[config.mk]
export PLATFORM = sky130hd
export DESIGN_NAME = gpiw_port
export DESIGN_NICKNAME = d
export VERILOG_FILES = /design/src/gpiw_pkg.sv /design/src/gpiw_port.sv
export VERILOG_INCLUDE_DIRS = /design/src
export SDC_FILE = /design/constraint.sdc
export NUM_CORES = 1
export LEC_CHECK = 0
export BUFFER_PORTS_ARGS = -buffer_cell sky130_fd_sc_hd__clkbuf_2
export CORE_MARGIN = 2
export CORE_UTILIZATION = 55
export DETAILED_ROUTE_END_ITERATION = 8
export PLACE_DENSITY = 0.74
export SLEW_MARGIN = 20
export SYNTH_ARGS = -nofsm -noshare
export SYNTH_HDL_FRONTEND = slang
export SYNTH_SLANG_ARGS = --single-unit
[constraint.sdc]
create_clock -name hclk -period 6.29 [get_ports hclk]
set_input_delay 0.9435 -clock hclk [delete_from_list [all_inputs] [get_ports hclk]]
set_output_delay 0.9435 -clock hclk [all_outputs]
set_load 0.01 [all_outputs]
[src/gpiw_params.svh]
// Register offsets, reset values and fixed numbers of the pin interrupt and wake block
`ifndef GPIW_PARAMS_SVH
`define GPIW_PARAMS_SVH
`define GPIW_OFS_CFG_SEL0      8'h00
`define GPIW_OFS_CFG_SEL0_CLR  8'h08
`define GPIW_OFS_OUT_EN        8'h0C
`define GPIW_OFS_OUT_EN_SET    8'h10
`define GPIW_OFS_OUT_EN_CLR    8'h14
`define GPIW_OFS_OUT_VAL       8'h18
`define GPIW_OFS_OUT_VAL_CLR   8'h20
`define GPIW_OFS_IN_VAL        8'h24
`define GPIW_OFS_TRIG_TYPE     8'h28
`define GPIW_OFS_TRIG_POL      8'h2C
`define GPIW_OFS_IRQ_EN        8'h34
`define GPIW_OFS_IRQ_EN_SET    8'h38
`define GPIW_OFS_IRQ_EN_CLR    8'h3C
`define GPIW_OFS_IRQ_FLAGS     8'h40
`define GPIW_OFS_IRQ_FLAG_CLR  8'h48
`define GPIW_OFS_BOTH_EDGES    8'h5C
`define GPIW_OFS_IN_EN         8'h84
`define GPIW_OFS_WAKE_EN       8'h90
`define GPIW_OFS_WAKE_STAT     8'h94
`define GPIW_OFS_PM_WAKE_SRC   8'h98
`define GPIW_RST_CFG_SEL0      32'hFFFFFFFF
`define GPIW_RST_ZERO          32'h00000000
`define GPIW_RST_PM_SRC        1'b0
`define GPIW_PORT_IRQ_VECTOR   8'h28
`define GPIW_WAKE_IRQ_VECTOR   8'h46
`endif

[src/gpiw_pkg.sv]
// Types shared by the pin interrupt and wake block
`default_nettype none
package gpiw_pkg;
   typedef logic [31:0] gpiw_word_t;
   typedef enum logic [1:0] {
      GPIW_BUS_IDLE,
      GPIW_BUS_WRITE,
      GPIW_BUS_READ
   } gpiw_bus_t;
endpackage
`default_nettype wire

[src/gpiw_port.sv]
// Pin interrupt detection and wake logic of a 32-bit port with an AHB-Lite register slave
//
// Functional notes
// RULE_01: Pin events arise only in I/O mode with input enabled.
// RULE_02: Pins in alternate function leave interrupts to their peripheral.
// RULE_03: Per-pin enables; all pins share one port interrupt request.
// RULE_04: Clearing input enable stops new triggers; latched flags stay pending.
// RULE_05: Writing 1 to a flag-clear bit clears that pin's flag.
// RULE_06: Trigger type 0 is level, 1 is edge.
// RULE_07: Level mode: polarity 1 triggers high, 0 triggers low.
// RULE_08: Edge mode: polarity 0 rising, 1 falling.
// RULE_09: Edge mode with both-edges bit set triggers on either edge.
// RULE_10: Interrupt enable lets a pin's events raise the port request.
// RULE_11: Status shows one flag per pin; several may be set.
// RULE_12: Handler clears every set flag by writing ones before return.
// RULE_13: Port request is interrupt vector 40 for pins 31 to 0.
// RULE_14: Port interrupts serve active and sleep and wake sleep modes.
// RULE_15: Separate wake path on pin edges for deep low-power modes.
// RULE_16: Wake path detects edges only, never levels.
// RULE_17: All pins share one wake request, vector 70.
// RULE_18: Per-pin wake enable; pin joins wake detection only when set.
// RULE_19: Pin wake acts only when power manager source enable is 1.
// RULE_20: A waking pin sets its bit in wake status.
// RULE_21: Writing all ones to wake status clears every wake flag.
// RULE_22: All interrupt and wake fields return to reset value on reset.
// RULE_23: Pins are synchronised; edges come from successive synced samples.
//
// Register access over AHB-Lite is this design's own decision.
`include "gpiw_params.svh"
`default_nettype none
module gpiw_port (
   input  wire logic        hclk,        // System clock
   input  wire logic        hresetn,     // Async reset, active low
   input  wire logic        hsel,        // Slave select
   input  wire logic [31:0] haddr,       // Byte address
   input  wire logic [1:0]  htrans,      // Transfer type
   input  wire logic        hwrite,      // Write when high
   input  wire logic [2:0]  hsize,       // Transfer size
   input  wire logic [31:0] hwdata,      // Write data
   input  wire logic        hready,      // Bus ready
   output logic      [31:0] hrdata,      // Read data
   output logic             hreadyout,   // Slave ready
   output logic             hresp,       // Always OKAY
   input  wire logic [31:0] pin_in,      // Pin levels
   output logic      [31:0] pin_out,     // Pin output values
   output logic      [31:0] pin_oe,      // Pin output enables
   output logic             port_irq,    // Port interrupt request
   output logic             wake_irq     // Wake interrupt request
);
   gpiw_pkg::gpiw_bus_t  bus_state;
   logic [7:0]           bus_addr;
   gpiw_pkg::gpiw_word_t cfg_sel0;
   gpiw_pkg::gpiw_word_t trig_type;
   gpiw_pkg::gpiw_word_t trig_pol;
   gpiw_pkg::gpiw_word_t both_edges;
   gpiw_pkg::gpiw_word_t irq_en;
   gpiw_pkg::gpiw_word_t irq_flags;
   gpiw_pkg::gpiw_word_t in_en;
   gpiw_pkg::gpiw_word_t wake_en;
   gpiw_pkg::gpiw_word_t wake_stat;
   logic                 pm_wake_src;
   logic [31:0]          in_meta;
   logic [31:0]          in_sync;
   logic [31:0]          in_prev;

   function automatic logic hit(input logic [7:0] a, input logic [7:0] ofs);
      hit = (a == ofs);
   endfunction

   // Address phase taken when selected, the bus is ready and the transfer is NONSEQ or SEQ (htrans[1] set)
   wire         take       = hsel & hready & htrans[1];
   wire         wr_phase   = (bus_state == gpiw_pkg::GPIW_BUS_WRITE);
   wire         wr_cfg     = wr_phase & hit(bus_addr, `GPIW_OFS_CFG_SEL0);
   wire         wr_cfg_clr = wr_phase & hit(bus_addr, `GPIW_OFS_CFG_SEL0_CLR);
   wire         wr_oe      = wr_phase & hit(bus_addr, `GPIW_OFS_OUT_EN);
   wire         wr_oe_set  = wr_phase & hit(bus_addr, `GPIW_OFS_OUT_EN_SET);
   wire         wr_oe_clr  = wr_phase & hit(bus_addr, `GPIW_OFS_OUT_EN_CLR);
   wire         wr_out     = wr_phase & hit(bus_addr, `GPIW_OFS_OUT_VAL);
   wire         wr_out_clr = wr_phase & hit(bus_addr, `GPIW_OFS_OUT_VAL_CLR);
   wire         wr_type    = wr_phase & hit(bus_addr, `GPIW_OFS_TRIG_TYPE);
   wire         wr_pol     = wr_phase & hit(bus_addr, `GPIW_OFS_TRIG_POL);
   wire         wr_ien     = wr_phase & hit(bus_addr, `GPIW_OFS_IRQ_EN);
   wire         wr_ien_set = wr_phase & hit(bus_addr, `GPIW_OFS_IRQ_EN_SET);
   wire         wr_ien_clr = wr_phase & hit(bus_addr, `GPIW_OFS_IRQ_EN_CLR);
   wire         wr_fl_clr  = wr_phase & hit(bus_addr, `GPIW_OFS_IRQ_FLAG_CLR);
   wire         wr_dual    = wr_phase & hit(bus_addr, `GPIW_OFS_BOTH_EDGES);
   wire         wr_inen    = wr_phase & hit(bus_addr, `GPIW_OFS_IN_EN);
   wire         wr_wen     = wr_phase & hit(bus_addr, `GPIW_OFS_WAKE_EN);
   wire         wr_wstat   = wr_phase & hit(bus_addr, `GPIW_OFS_WAKE_STAT);
   wire         wr_pm      = wr_phase & hit(bus_addr, `GPIW_OFS_PM_WAKE_SRC);

   // RULE_23 edge source
   wire  [31:0] rise = in_sync & ~in_prev;
   wire  [31:0] fall = ~in_sync & in_prev;
   // RULE_01 RULE_02 pin gating
   wire  [31:0] armed = cfg_sel0 & in_en;
   // RULE_06 RULE_07 level match
   wire  [31:0] lvl_hit = ~(in_sync ^ trig_pol);
   // RULE_08 RULE_09 edge select
   wire  [31:0] edge_hit = (rise & ~trig_pol) | (fall & trig_pol) | ((rise | fall) & both_edges);
   // RULE_04 RULE_06 event
   wire  [31:0] irq_set = armed & ((trig_type & edge_hit) | (~trig_type & lvl_hit));
   // RULE_05 RULE_11 set wins over clear
   wire  [31:0] flag_clr = wr_fl_clr ? hwdata : 32'h00000000;
   wire  [31:0] next_irq_flags = (irq_flags & ~flag_clr) | irq_set;
   // RULE_15 RULE_16 RULE_18 RULE_19 edge-only wake
   wire  [31:0] wake_set = (rise | fall) & wake_en & {32{pm_wake_src}};
   // RULE_20 RULE_21 wake status
   wire  [31:0] wake_clr = wr_wstat ? hwdata : 32'h00000000;
   wire  [31:0] next_wake_stat = (wake_stat & ~wake_clr) | wake_set;
   wire  [31:0] next_cfg_sel0 = wr_cfg ? hwdata : (wr_cfg_clr ? (cfg_sel0 & ~hwdata) : cfg_sel0);
   wire  [31:0] next_oe = wr_oe ? hwdata :
                          wr_oe_set ? (pin_oe | hwdata) :
                          wr_oe_clr ? (pin_oe & ~hwdata) : pin_oe;
   wire  [31:0] next_out = wr_out ? hwdata : (wr_out_clr ? (pin_out & ~hwdata) : pin_out);
   wire  [31:0] next_irq_en = wr_ien ? hwdata :
                              wr_ien_set ? (irq_en | hwdata) :
                              wr_ien_clr ? (irq_en & ~hwdata) : irq_en;

   // Read mux, evaluated in the wait cycle so earlier writes are visible
   wire  [31:0] rd_mux =
      hit(bus_addr, `GPIW_OFS_CFG_SEL0)    ? cfg_sel0   :
      hit(bus_addr, `GPIW_OFS_OUT_EN)      ? pin_oe     :
      hit(bus_addr, `GPIW_OFS_OUT_VAL)     ? pin_out    :
      hit(bus_addr, `GPIW_OFS_IN_VAL)      ? (in_sync & in_en) :
      hit(bus_addr, `GPIW_OFS_TRIG_TYPE)   ? trig_type  :
      hit(bus_addr, `GPIW_OFS_TRIG_POL)    ? trig_pol   :
      hit(bus_addr, `GPIW_OFS_IRQ_EN)      ? irq_en     :
      hit(bus_addr, `GPIW_OFS_IRQ_FLAGS)   ? irq_flags  :
      hit(bus_addr, `GPIW_OFS_BOTH_EDGES)  ? both_edges :
      hit(bus_addr, `GPIW_OFS_IN_EN)       ? in_en      :
      hit(bus_addr, `GPIW_OFS_WAKE_EN)     ? wake_en    :
      hit(bus_addr, `GPIW_OFS_WAKE_STAT)   ? wake_stat  :
      hit(bus_addr, `GPIW_OFS_PM_WAKE_SRC) ? {31'h00000000, pm_wake_src} : 32'h00000000;

   wire         rd_wait = (bus_state == gpiw_pkg::GPIW_BUS_READ) & ~hreadyout;

   // Bus phase tracking; reads take one wait state
   always_ff @(posedge hclk or negedge hresetn) begin
      if (!hresetn) begin
         bus_state <= gpiw_pkg::GPIW_BUS_IDLE;
         bus_addr  <= 8'h00;
         hreadyout <= 1'b1;
         hrdata    <= 32'h00000000;
      end else if (rd_wait) begin
         hrdata    <= rd_mux;
         hreadyout <= 1'b1;
      end else if (take) begin
         bus_state <= hwrite ? gpiw_pkg::GPIW_BUS_WRITE : gpiw_pkg::GPIW_BUS_READ;
         bus_addr  <= haddr[7:0];
         hreadyout <= hwrite;
      end else begin
         bus_state <= gpiw_pkg::GPIW_BUS_IDLE;
      end
   end

   // Response is always OKAY
   always_ff @(posedge hclk or negedge hresetn) begin
      if (!hresetn) begin
         hresp <= 1'b0;
      end else begin
         hresp <= 1'b0;
      end
   end

   // RULE_23 two-stage synchroniser and history
   always_ff @(posedge hclk or negedge hresetn) begin
      if (!hresetn) begin
         in_meta <= 32'h00000000;
         in_sync <= 32'h00000000;
         in_prev <= 32'h00000000;
      end else begin
         in_meta <= pin_in;
         in_sync <= in_meta;
         in_prev <= in_sync;
      end
   end

   // Register write values
   wire  [31:0] next_trig_type   = wr_type ? hwdata : trig_type;
   wire  [31:0] next_trig_pol    = wr_pol ? hwdata : trig_pol;
   wire  [31:0] next_both_edges  = wr_dual ? hwdata : both_edges;
   wire  [31:0] next_in_en       = wr_inen ? hwdata : in_en;
   wire  [31:0] next_wake_en     = wr_wen ? hwdata : wake_en;
   wire         next_pm_wake_src = wr_pm ? hwdata[0] : pm_wake_src;

   // RULE_22 pin mode select
   always_ff @(posedge hclk or negedge hresetn) begin
      if (!hresetn) begin
         cfg_sel0 <= `GPIW_RST_CFG_SEL0;
      end else begin
         cfg_sel0 <= next_cfg_sel0;
      end
   end

   // Output enables
   always_ff @(posedge hclk or negedge hresetn) begin
      if (!hresetn) begin
         pin_oe <= `GPIW_RST_ZERO;
      end else begin
         pin_oe <= next_oe;
      end
   end

   // Output values
   always_ff @(posedge hclk or negedge hresetn) begin
      if (!hresetn) begin
         pin_out <= `GPIW_RST_ZERO;
      end else begin
         pin_out <= next_out;
      end
   end

   // RULE_06 trigger type
   always_ff @(posedge hclk or negedge hresetn) begin
      if (!hresetn) begin
         trig_type <= `GPIW_RST_ZERO;
      end else begin
         trig_type <= next_trig_type;
      end
   end

   // RULE_07 RULE_08 trigger polarity
   always_ff @(posedge hclk or negedge hresetn) begin
      if (!hresetn) begin
         trig_pol <= `GPIW_RST_ZERO;
      end else begin
         trig_pol <= next_trig_pol;
      end
   end

   // RULE_09 both edges
   always_ff @(posedge hclk or negedge hresetn) begin
      if (!hresetn) begin
         both_edges <= `GPIW_RST_ZERO;
      end else begin
         both_edges <= next_both_edges;
      end
   end

   // RULE_10 interrupt enables
   always_ff @(posedge hclk or negedge hresetn) begin
      if (!hresetn) begin
         irq_en <= `GPIW_RST_ZERO;
      end else begin
         irq_en <= next_irq_en;
      end
   end

   // RULE_04 input enables
   always_ff @(posedge hclk or negedge hresetn) begin
      if (!hresetn) begin
         in_en <= `GPIW_RST_ZERO;
      end else begin
         in_en <= next_in_en;
      end
   end

   // RULE_18 wake enables
   always_ff @(posedge hclk or negedge hresetn) begin
      if (!hresetn) begin
         wake_en <= `GPIW_RST_ZERO;
      end else begin
         wake_en <= next_wake_en;
      end
   end

   // RULE_19 wake source enable
   always_ff @(posedge hclk or negedge hresetn) begin
      if (!hresetn) begin
         pm_wake_src <= `GPIW_RST_PM_SRC;
      end else begin
         pm_wake_src <= next_pm_wake_src;
      end
   end

   // RULE_05 RULE_11 flag and wake status storage
   always_ff @(posedge hclk or negedge hresetn) begin
      if (!hresetn) begin
         irq_flags <= `GPIW_RST_ZERO;
         wake_stat <= `GPIW_RST_ZERO;
      end else begin
         irq_flags <= next_irq_flags;
         wake_stat <= next_wake_stat;
      end
   end

   // RULE_03 RULE_10 RULE_13 RULE_14 RULE_17 shared requests
   always_ff @(posedge hclk or negedge hresetn) begin
      if (!hresetn) begin
         port_irq <= 1'b0;
         wake_irq <= 1'b0;
      end else begin
         port_irq <= |(next_irq_flags & next_irq_en);
         wake_irq <= |next_wake_stat;
      end
   end
endmodule
`default_nettype wire

======== Word-level counts from Yosys, hierarchy flattened ========
Index checks and enable logic that the tools add are counted.
storage, ports and cells
  register bits after elaboration ......... 494
  output and inout port bits .............. 100
  word-level logic and storage cells ...... 138
cells by class
  equal/unequal tests ..................... 21
  multiplexer cells ....................... 29
  bitwise gates (word level) .............. 59
  reductions and logical operators ........ 8
operator list
  kind                                            count
  2-to-1 mux 32 bit                               24
  AND 32 bit                                      19
  NOT 32 bit                                      8
  bitwise OR 32 bit                               8
  OR reduction 32 bit                             2
  == test 8 x 6 -> 1 bit (second input constant)  7
  == test 8 bit (second input constant)           4
  bitwise XOR 32 bit                              1
  == test 8 x 5 -> 1 bit (second input constant)  3
  == test 8 x 7 -> 1 bit (second input constant)  3
  AND 1 bit                                       21
  == test 8 x 4 -> 1 bit (second input constant)  2
  logical NOT 8 bit                               1
  nonzero test 2 bit                              3
  2-to-1 mux 2 bit                                2
  2-to-1 mux 1 bit                                3
  nonzero test 3 bit                              1
  == test 2 x 1 -> 1 bit (second input constant)  1
  == test 2 bit (second input constant)           1
  NOT 1 bit                                       2
  AND reduction 2 bit                             1

======== Logic depth before layout (Yosys ltp) ========
  depth after elaboration ................. 14
  mapped depth ............................ 11

======== Worst setup path before layout ========
OpenSTA, ideal clock, no wires.
  path type ............................... register -> register
  start point ............................. reg bus_addr[4]
  end point ............................... reg port_irq
  library setup time ...................... 0.130 ns
  data arrival time ....................... 1.933 ns
  path slack .............................. 4.227 ns
  cell stages (with the launch flop) ...... 9
  period minus slack after synthesis ...... 2.063 ns
  cells stage by stage .................... dfrtp_1 buf_6 nor4b_4 buf_6 a41oi_1 a41o_1 a22oi_1 and4_1 nand4_1
between the ends
  cells in the longest elaborated chain, start to end .. 8
  elaborated cells on any way between the ends .. 17
  classes of those cells .................. eq/ne (4); mux (4); bitwise (8); reduce/logical (1)
RTL lines
  item                          RTL line          RTL
  start: declaration            gpiw_port.sv:51   logic [7:0] bus_addr;
  start signal: assignment      gpiw_port.sv:150  bus_addr <= haddr[7:0];
  == test 8 x 7 -> 1 bit        gpiw_port.sv:67   hit = (a == ofs);
  AND 1 bit                     gpiw_port.sv:85   wire wr_fl_clr = wr_phase & hit(bus_addr, `GPIW_OFS_IRQ_FLAG_CLR);
  2-to-1 mux 32 bit             gpiw_port.sv:104  wire [31:0] flag_clr = wr_fl_clr ? hwdata : 32'h00000000;
  NOT 32 bit                    gpiw_port.sv:105  wire [31:0] next_irq_flags = (irq_flags & ~flag_clr) | irq_set;
  AND 32 bit                    gpiw_port.sv:105
  bitwise OR 32 bit             gpiw_port.sv:105
  named net next_irq_flags[26]  gpiw_port.sv:105
  AND 32 bit                    gpiw_port.sv:294  port_irq <= |(next_irq_flags & next_irq_en);
  OR reduction 32 bit           gpiw_port.sv:294
  end signal: assignment        gpiw_port.sv:294
  end: declaration              gpiw_port.sv:47   output logic port_irq,
The timed path passes the listed nets, and every way through them passes these cells.
A chain may end at the register's enable or synchronous reset.

======== Final worst setup path ========
  start point ............................. reg bus_addr[4]
  end point ............................... reg wake_irq
between the ends
  cells in the longest elaborated chain, start to end .. 7
RTL lines
  item                         RTL line          RTL
  == test 8 bit                gpiw_port.sv:67
  AND 1 bit                    gpiw_port.sv:89   wire wr_wstat = wr_phase & hit(bus_addr, `GPIW_OFS_WAKE_STAT);
  2-to-1 mux 32 bit            gpiw_port.sv:109  wire [31:0] wake_clr = wr_wstat ? hwdata : 32'h00000000;
  NOT 32 bit                   gpiw_port.sv:110  wire [31:0] next_wake_stat = (wake_stat & ~wake_clr) | wake_set;
  AND 32 bit                   gpiw_port.sv:110
  bitwise OR 32 bit            gpiw_port.sv:110
  named net next_wake_stat[2]  gpiw_port.sv:110
  OR reduction 32 bit          gpiw_port.sv:295  wake_irq <= |next_wake_stat;
  end signal: assignment       gpiw_port.sv:295
  end: declaration             gpiw_port.sv:48   output logic wake_irq
The timed path passes the listed nets, and every way through them passes these cells.

==> run summary <==
Mapped Area: 24500 sq um
Global-route wire length before repair: 125000 um
Max Cap Viol: 0
Area of placed instances: 25700 sq um
Setup bufs post-CTS: 0
CP max FO: 27
Gr usage total: 34.9%
Largest net degree at the start of global routing: 163
#FFs+latches synth: 494
Die area: 46300 sq um
Met3 GRT Util: 7.97%
Most common cell after layout, fill and taps aside: dfrtp_1
Core box area: 44100 sq um
Slew @ Worst Pin: 1.23 ns
Most used DFF post-synth: dfrtp_1
DR vias/cell: 6.79
RSZ-0062 raised after global routing: false
Final WS setup: 2.27 ns
Switching pwr: 2.11 mW
Vias in the first global route: 20625
Synthesis Warnings: 0
Layout area overhead: 11.8%
RePlAce Congestion: 0.924
Chip Height: 215 um
Crit path DAT: 4.48 ns
Hold buffer count at CTS: 0
Final hold viol count: 0
Post-CTS resize count: 0
Crit Path Class: flip-flop to flip-flop
Layout cell share with drive strength beyond 1: 21.5%
FMAX: 249 MHz
Worst Setup Start Kind: flip-flop
Total Routed Length: 81400 um
Design area: 27400 sq um
Clk pwr share: 40.9%
Switching power share of the total: 27.2%
Initial DRC count: 2586
Final Setup Violations: 0
Register area share after synthesis: 50.5%
Crit path capture type: flip-flop
Routed len/inst: 26.9 um
Internal power: 5.65 mW
Status: finished clean
Port bufs: 176
Initial Util: 55.6%
H-tree Lvls: 2
Num ports: 206
VDD IR max: 0.000236 V
Syn Inst Count: 2318
Req. time, crit path: 6.76 ns
Sequential power share: 47.2%
Final Cycle Share: 63.9%
Syn_nets: 2488
Root buffer cell: clkbuf_16
Post-synth EDFFs: 0
CTS Buf Count: 51
Initial antenna violation count: 1
Clk sinks: 494
Antenna viol nets, final: 0
Clk_lat worst skew: 0.61 ns
NumNets Final: 2559
Min Tclk post-route: 4.02 ns
Max clock buf depth: 3
Via Count: 20544
Pre-Repair DR Iteration Count: 6
CTS tree: built
Busiest layer in global routing: met2
Worst hold-check path type: flip-flop to flip-flop
GRT overflow: 0
DP Worst Slack: 2.41 ns
Unique masters post-synth: 64
Most frequent cells in the layout: 460 x dfrtp_1, 277 x nand2_1, 175 x clkbuf_2
Setup_tns: 0 ns
Pins Over Slew Limit: 0
Worst-path clk slew: 0.06 ns
Slew HR: 17.6%
Post-route DRC violation count: 0
Die Span X: 215 um
Clk_skew: 0.0157 ns
Final HPWL DP: 49600 um
Power Density: 283 nW/um^2
Met2 Resource Use GR: 54.3%
Met1 track demand over resource: 46.3%
Rows: 77
Leakage: 12.3 nW
Post-synth ARST share: 100%
Combinational share of power: 12.0%
Syn Area/Cell: 10.6 sq um
-- critical path, stage by stage, from the launching register on --
cell and delay (ns):
dfrtp_1 1.05, and4bb_2 0.92, buf_4 0.46, nand4_1 0.14
o2bb2ai_1 0.22, nor4_1 0.46, nand4_1 0.26, or2_1 0.33
-- synthesized netlist by cell type (18+ instances only) --
library cell	n	share of area (%)
a41oi_1	32	1.1
inv_1	99	1.5
mux2i_1	33	1.3
nand4_1	34	0.87
a221oi_1	18	0.64
nand3_1	115	2.3
dfrtp_1	461	47
a22oi_1	35	1.1
ha_1	64	3.3
buf_2	66	1.3
o22ai_1	23	0.59
nand2_1	278	4.3
o2bb2ai_1	42	1.5
xor2_1	32	1.1
o2111ai_1	33	1.2
a22o_1	98	3.5
mux2_2	167	7.7
nand2b_1	74	1.9
clkbuf_1	109	1.7
a21oi_1	98	2.0
a41o_1	33	1.3
nor2_1	36	0.55
o21ai_0	84	1.7
and3_1	20	0.51
dfstp_2	33	3.5
-- path summary, 6_finish.rpt --
kind | slack (ns) | depth (start not counted) | from | to
worst max register to register | 2.27 | 7 | bus_addr[4]$_DFFE_PN0P_ | wake_irq$_DFF_PN0_
min in group asynchronous | 0.41 | 1 | hresetn | in_meta[23]$_DFF_PN0_
worst max-delay path | 2.27 | 7 | bus_addr[4]$_DFFE_PN0P_ | wake_irq$_DFF_PN0_
max in group asynchronous | 4.44 | 2 | hresetn | async pin
worst min register to register | 0.35 | 0 | in_meta[1]$_DFF_PN0_ | in_sync[1]$_DFF_PN0_
worst min-delay path | 0.35 | 0 | in_meta[1]$_DFF_PN0_ | in_sync[1]$_DFF_PN0_
-- power by group through the flow --
stage	clock network, mW	registers [mW]	logic, mW
after floorplan	0	3.65	0.525
after global placement	0	3.69	0.892
after detailed placement	0	3.70	0.915
after CTS	3.19	3.65	0.921
after global routing	3.32	3.68	1.01
final	3.17	3.66	0.930
-- logic make-up after synthesis --
group | count (synthesis) | share of synthesized area, %
multiplexers | 201 | 9.05
AND/OR/NAND/NOR | 635 | 13.0
buffers and inverters | 297 | 5.17
AO/OA/AOI/OAI | 593 | 17.8
flip-flops | 494 | 50.5
XOR/XNOR | 33 | 1.18
other | 1 | 0.0153
adder cells (fa/ha/maj) | 64 | 3.26
-- state kept, by name, indices dropped and copies added, names as in the netlist, 2 cells and up, named ones only --
signal / flops
in_en: 32
in_prev: 32
cfg_sel0: 32
irq_en: 32
pin_out: 32
in_sync: 32
bus_state: 2
hrdata: 32
bus_addr: 8
wake_en: 32
trig_type: 32
wake_stat: 32
both_edges: 32
in_meta: 32
trig_pol: 32
irq_flags: 32
-- routing by layer --
layer,vias to the layer above,part of all wire (%)
met3,319,11
li1,8626,-
met1,10283,38
met5,-,0
met4,0,5.3
met2,1316,46
-- layout make-up --
| type | instances | area (sq um) |
|---|---|---|
| clock inverters | 12 | 164 |
| well taps | 592 | 741 |
| multi-input cells | 1527 | 10900 |
| fillers | 3530 | 16700 |
| flip-flops and latches | 494 | 12400 |
| repair buffers | 216 | 1230 |
| diodes | 1 | 2.50 |
| clock buffers | 83 | 1580 |
| inverters | 99 | 372 |
-- stage by stage --
step | hold slack, ns | instances | power (mW) | util, %
final | 0.346 | 3024 | 7.76 | 62.2
after global routing | 0.350 | 3023 | 8.00 | 62.2
after detailed placement | 0.335 | 2928 | 4.62 | 58.2
after floorplan | 0.331 | 2318 | 4.17 | -
after CTS | 0.348 | 3023 | 7.76 | 62.2
after global placement | 0.334 | 2928 | 4.58 | 58.2
(Power assumes the default switching activity.)
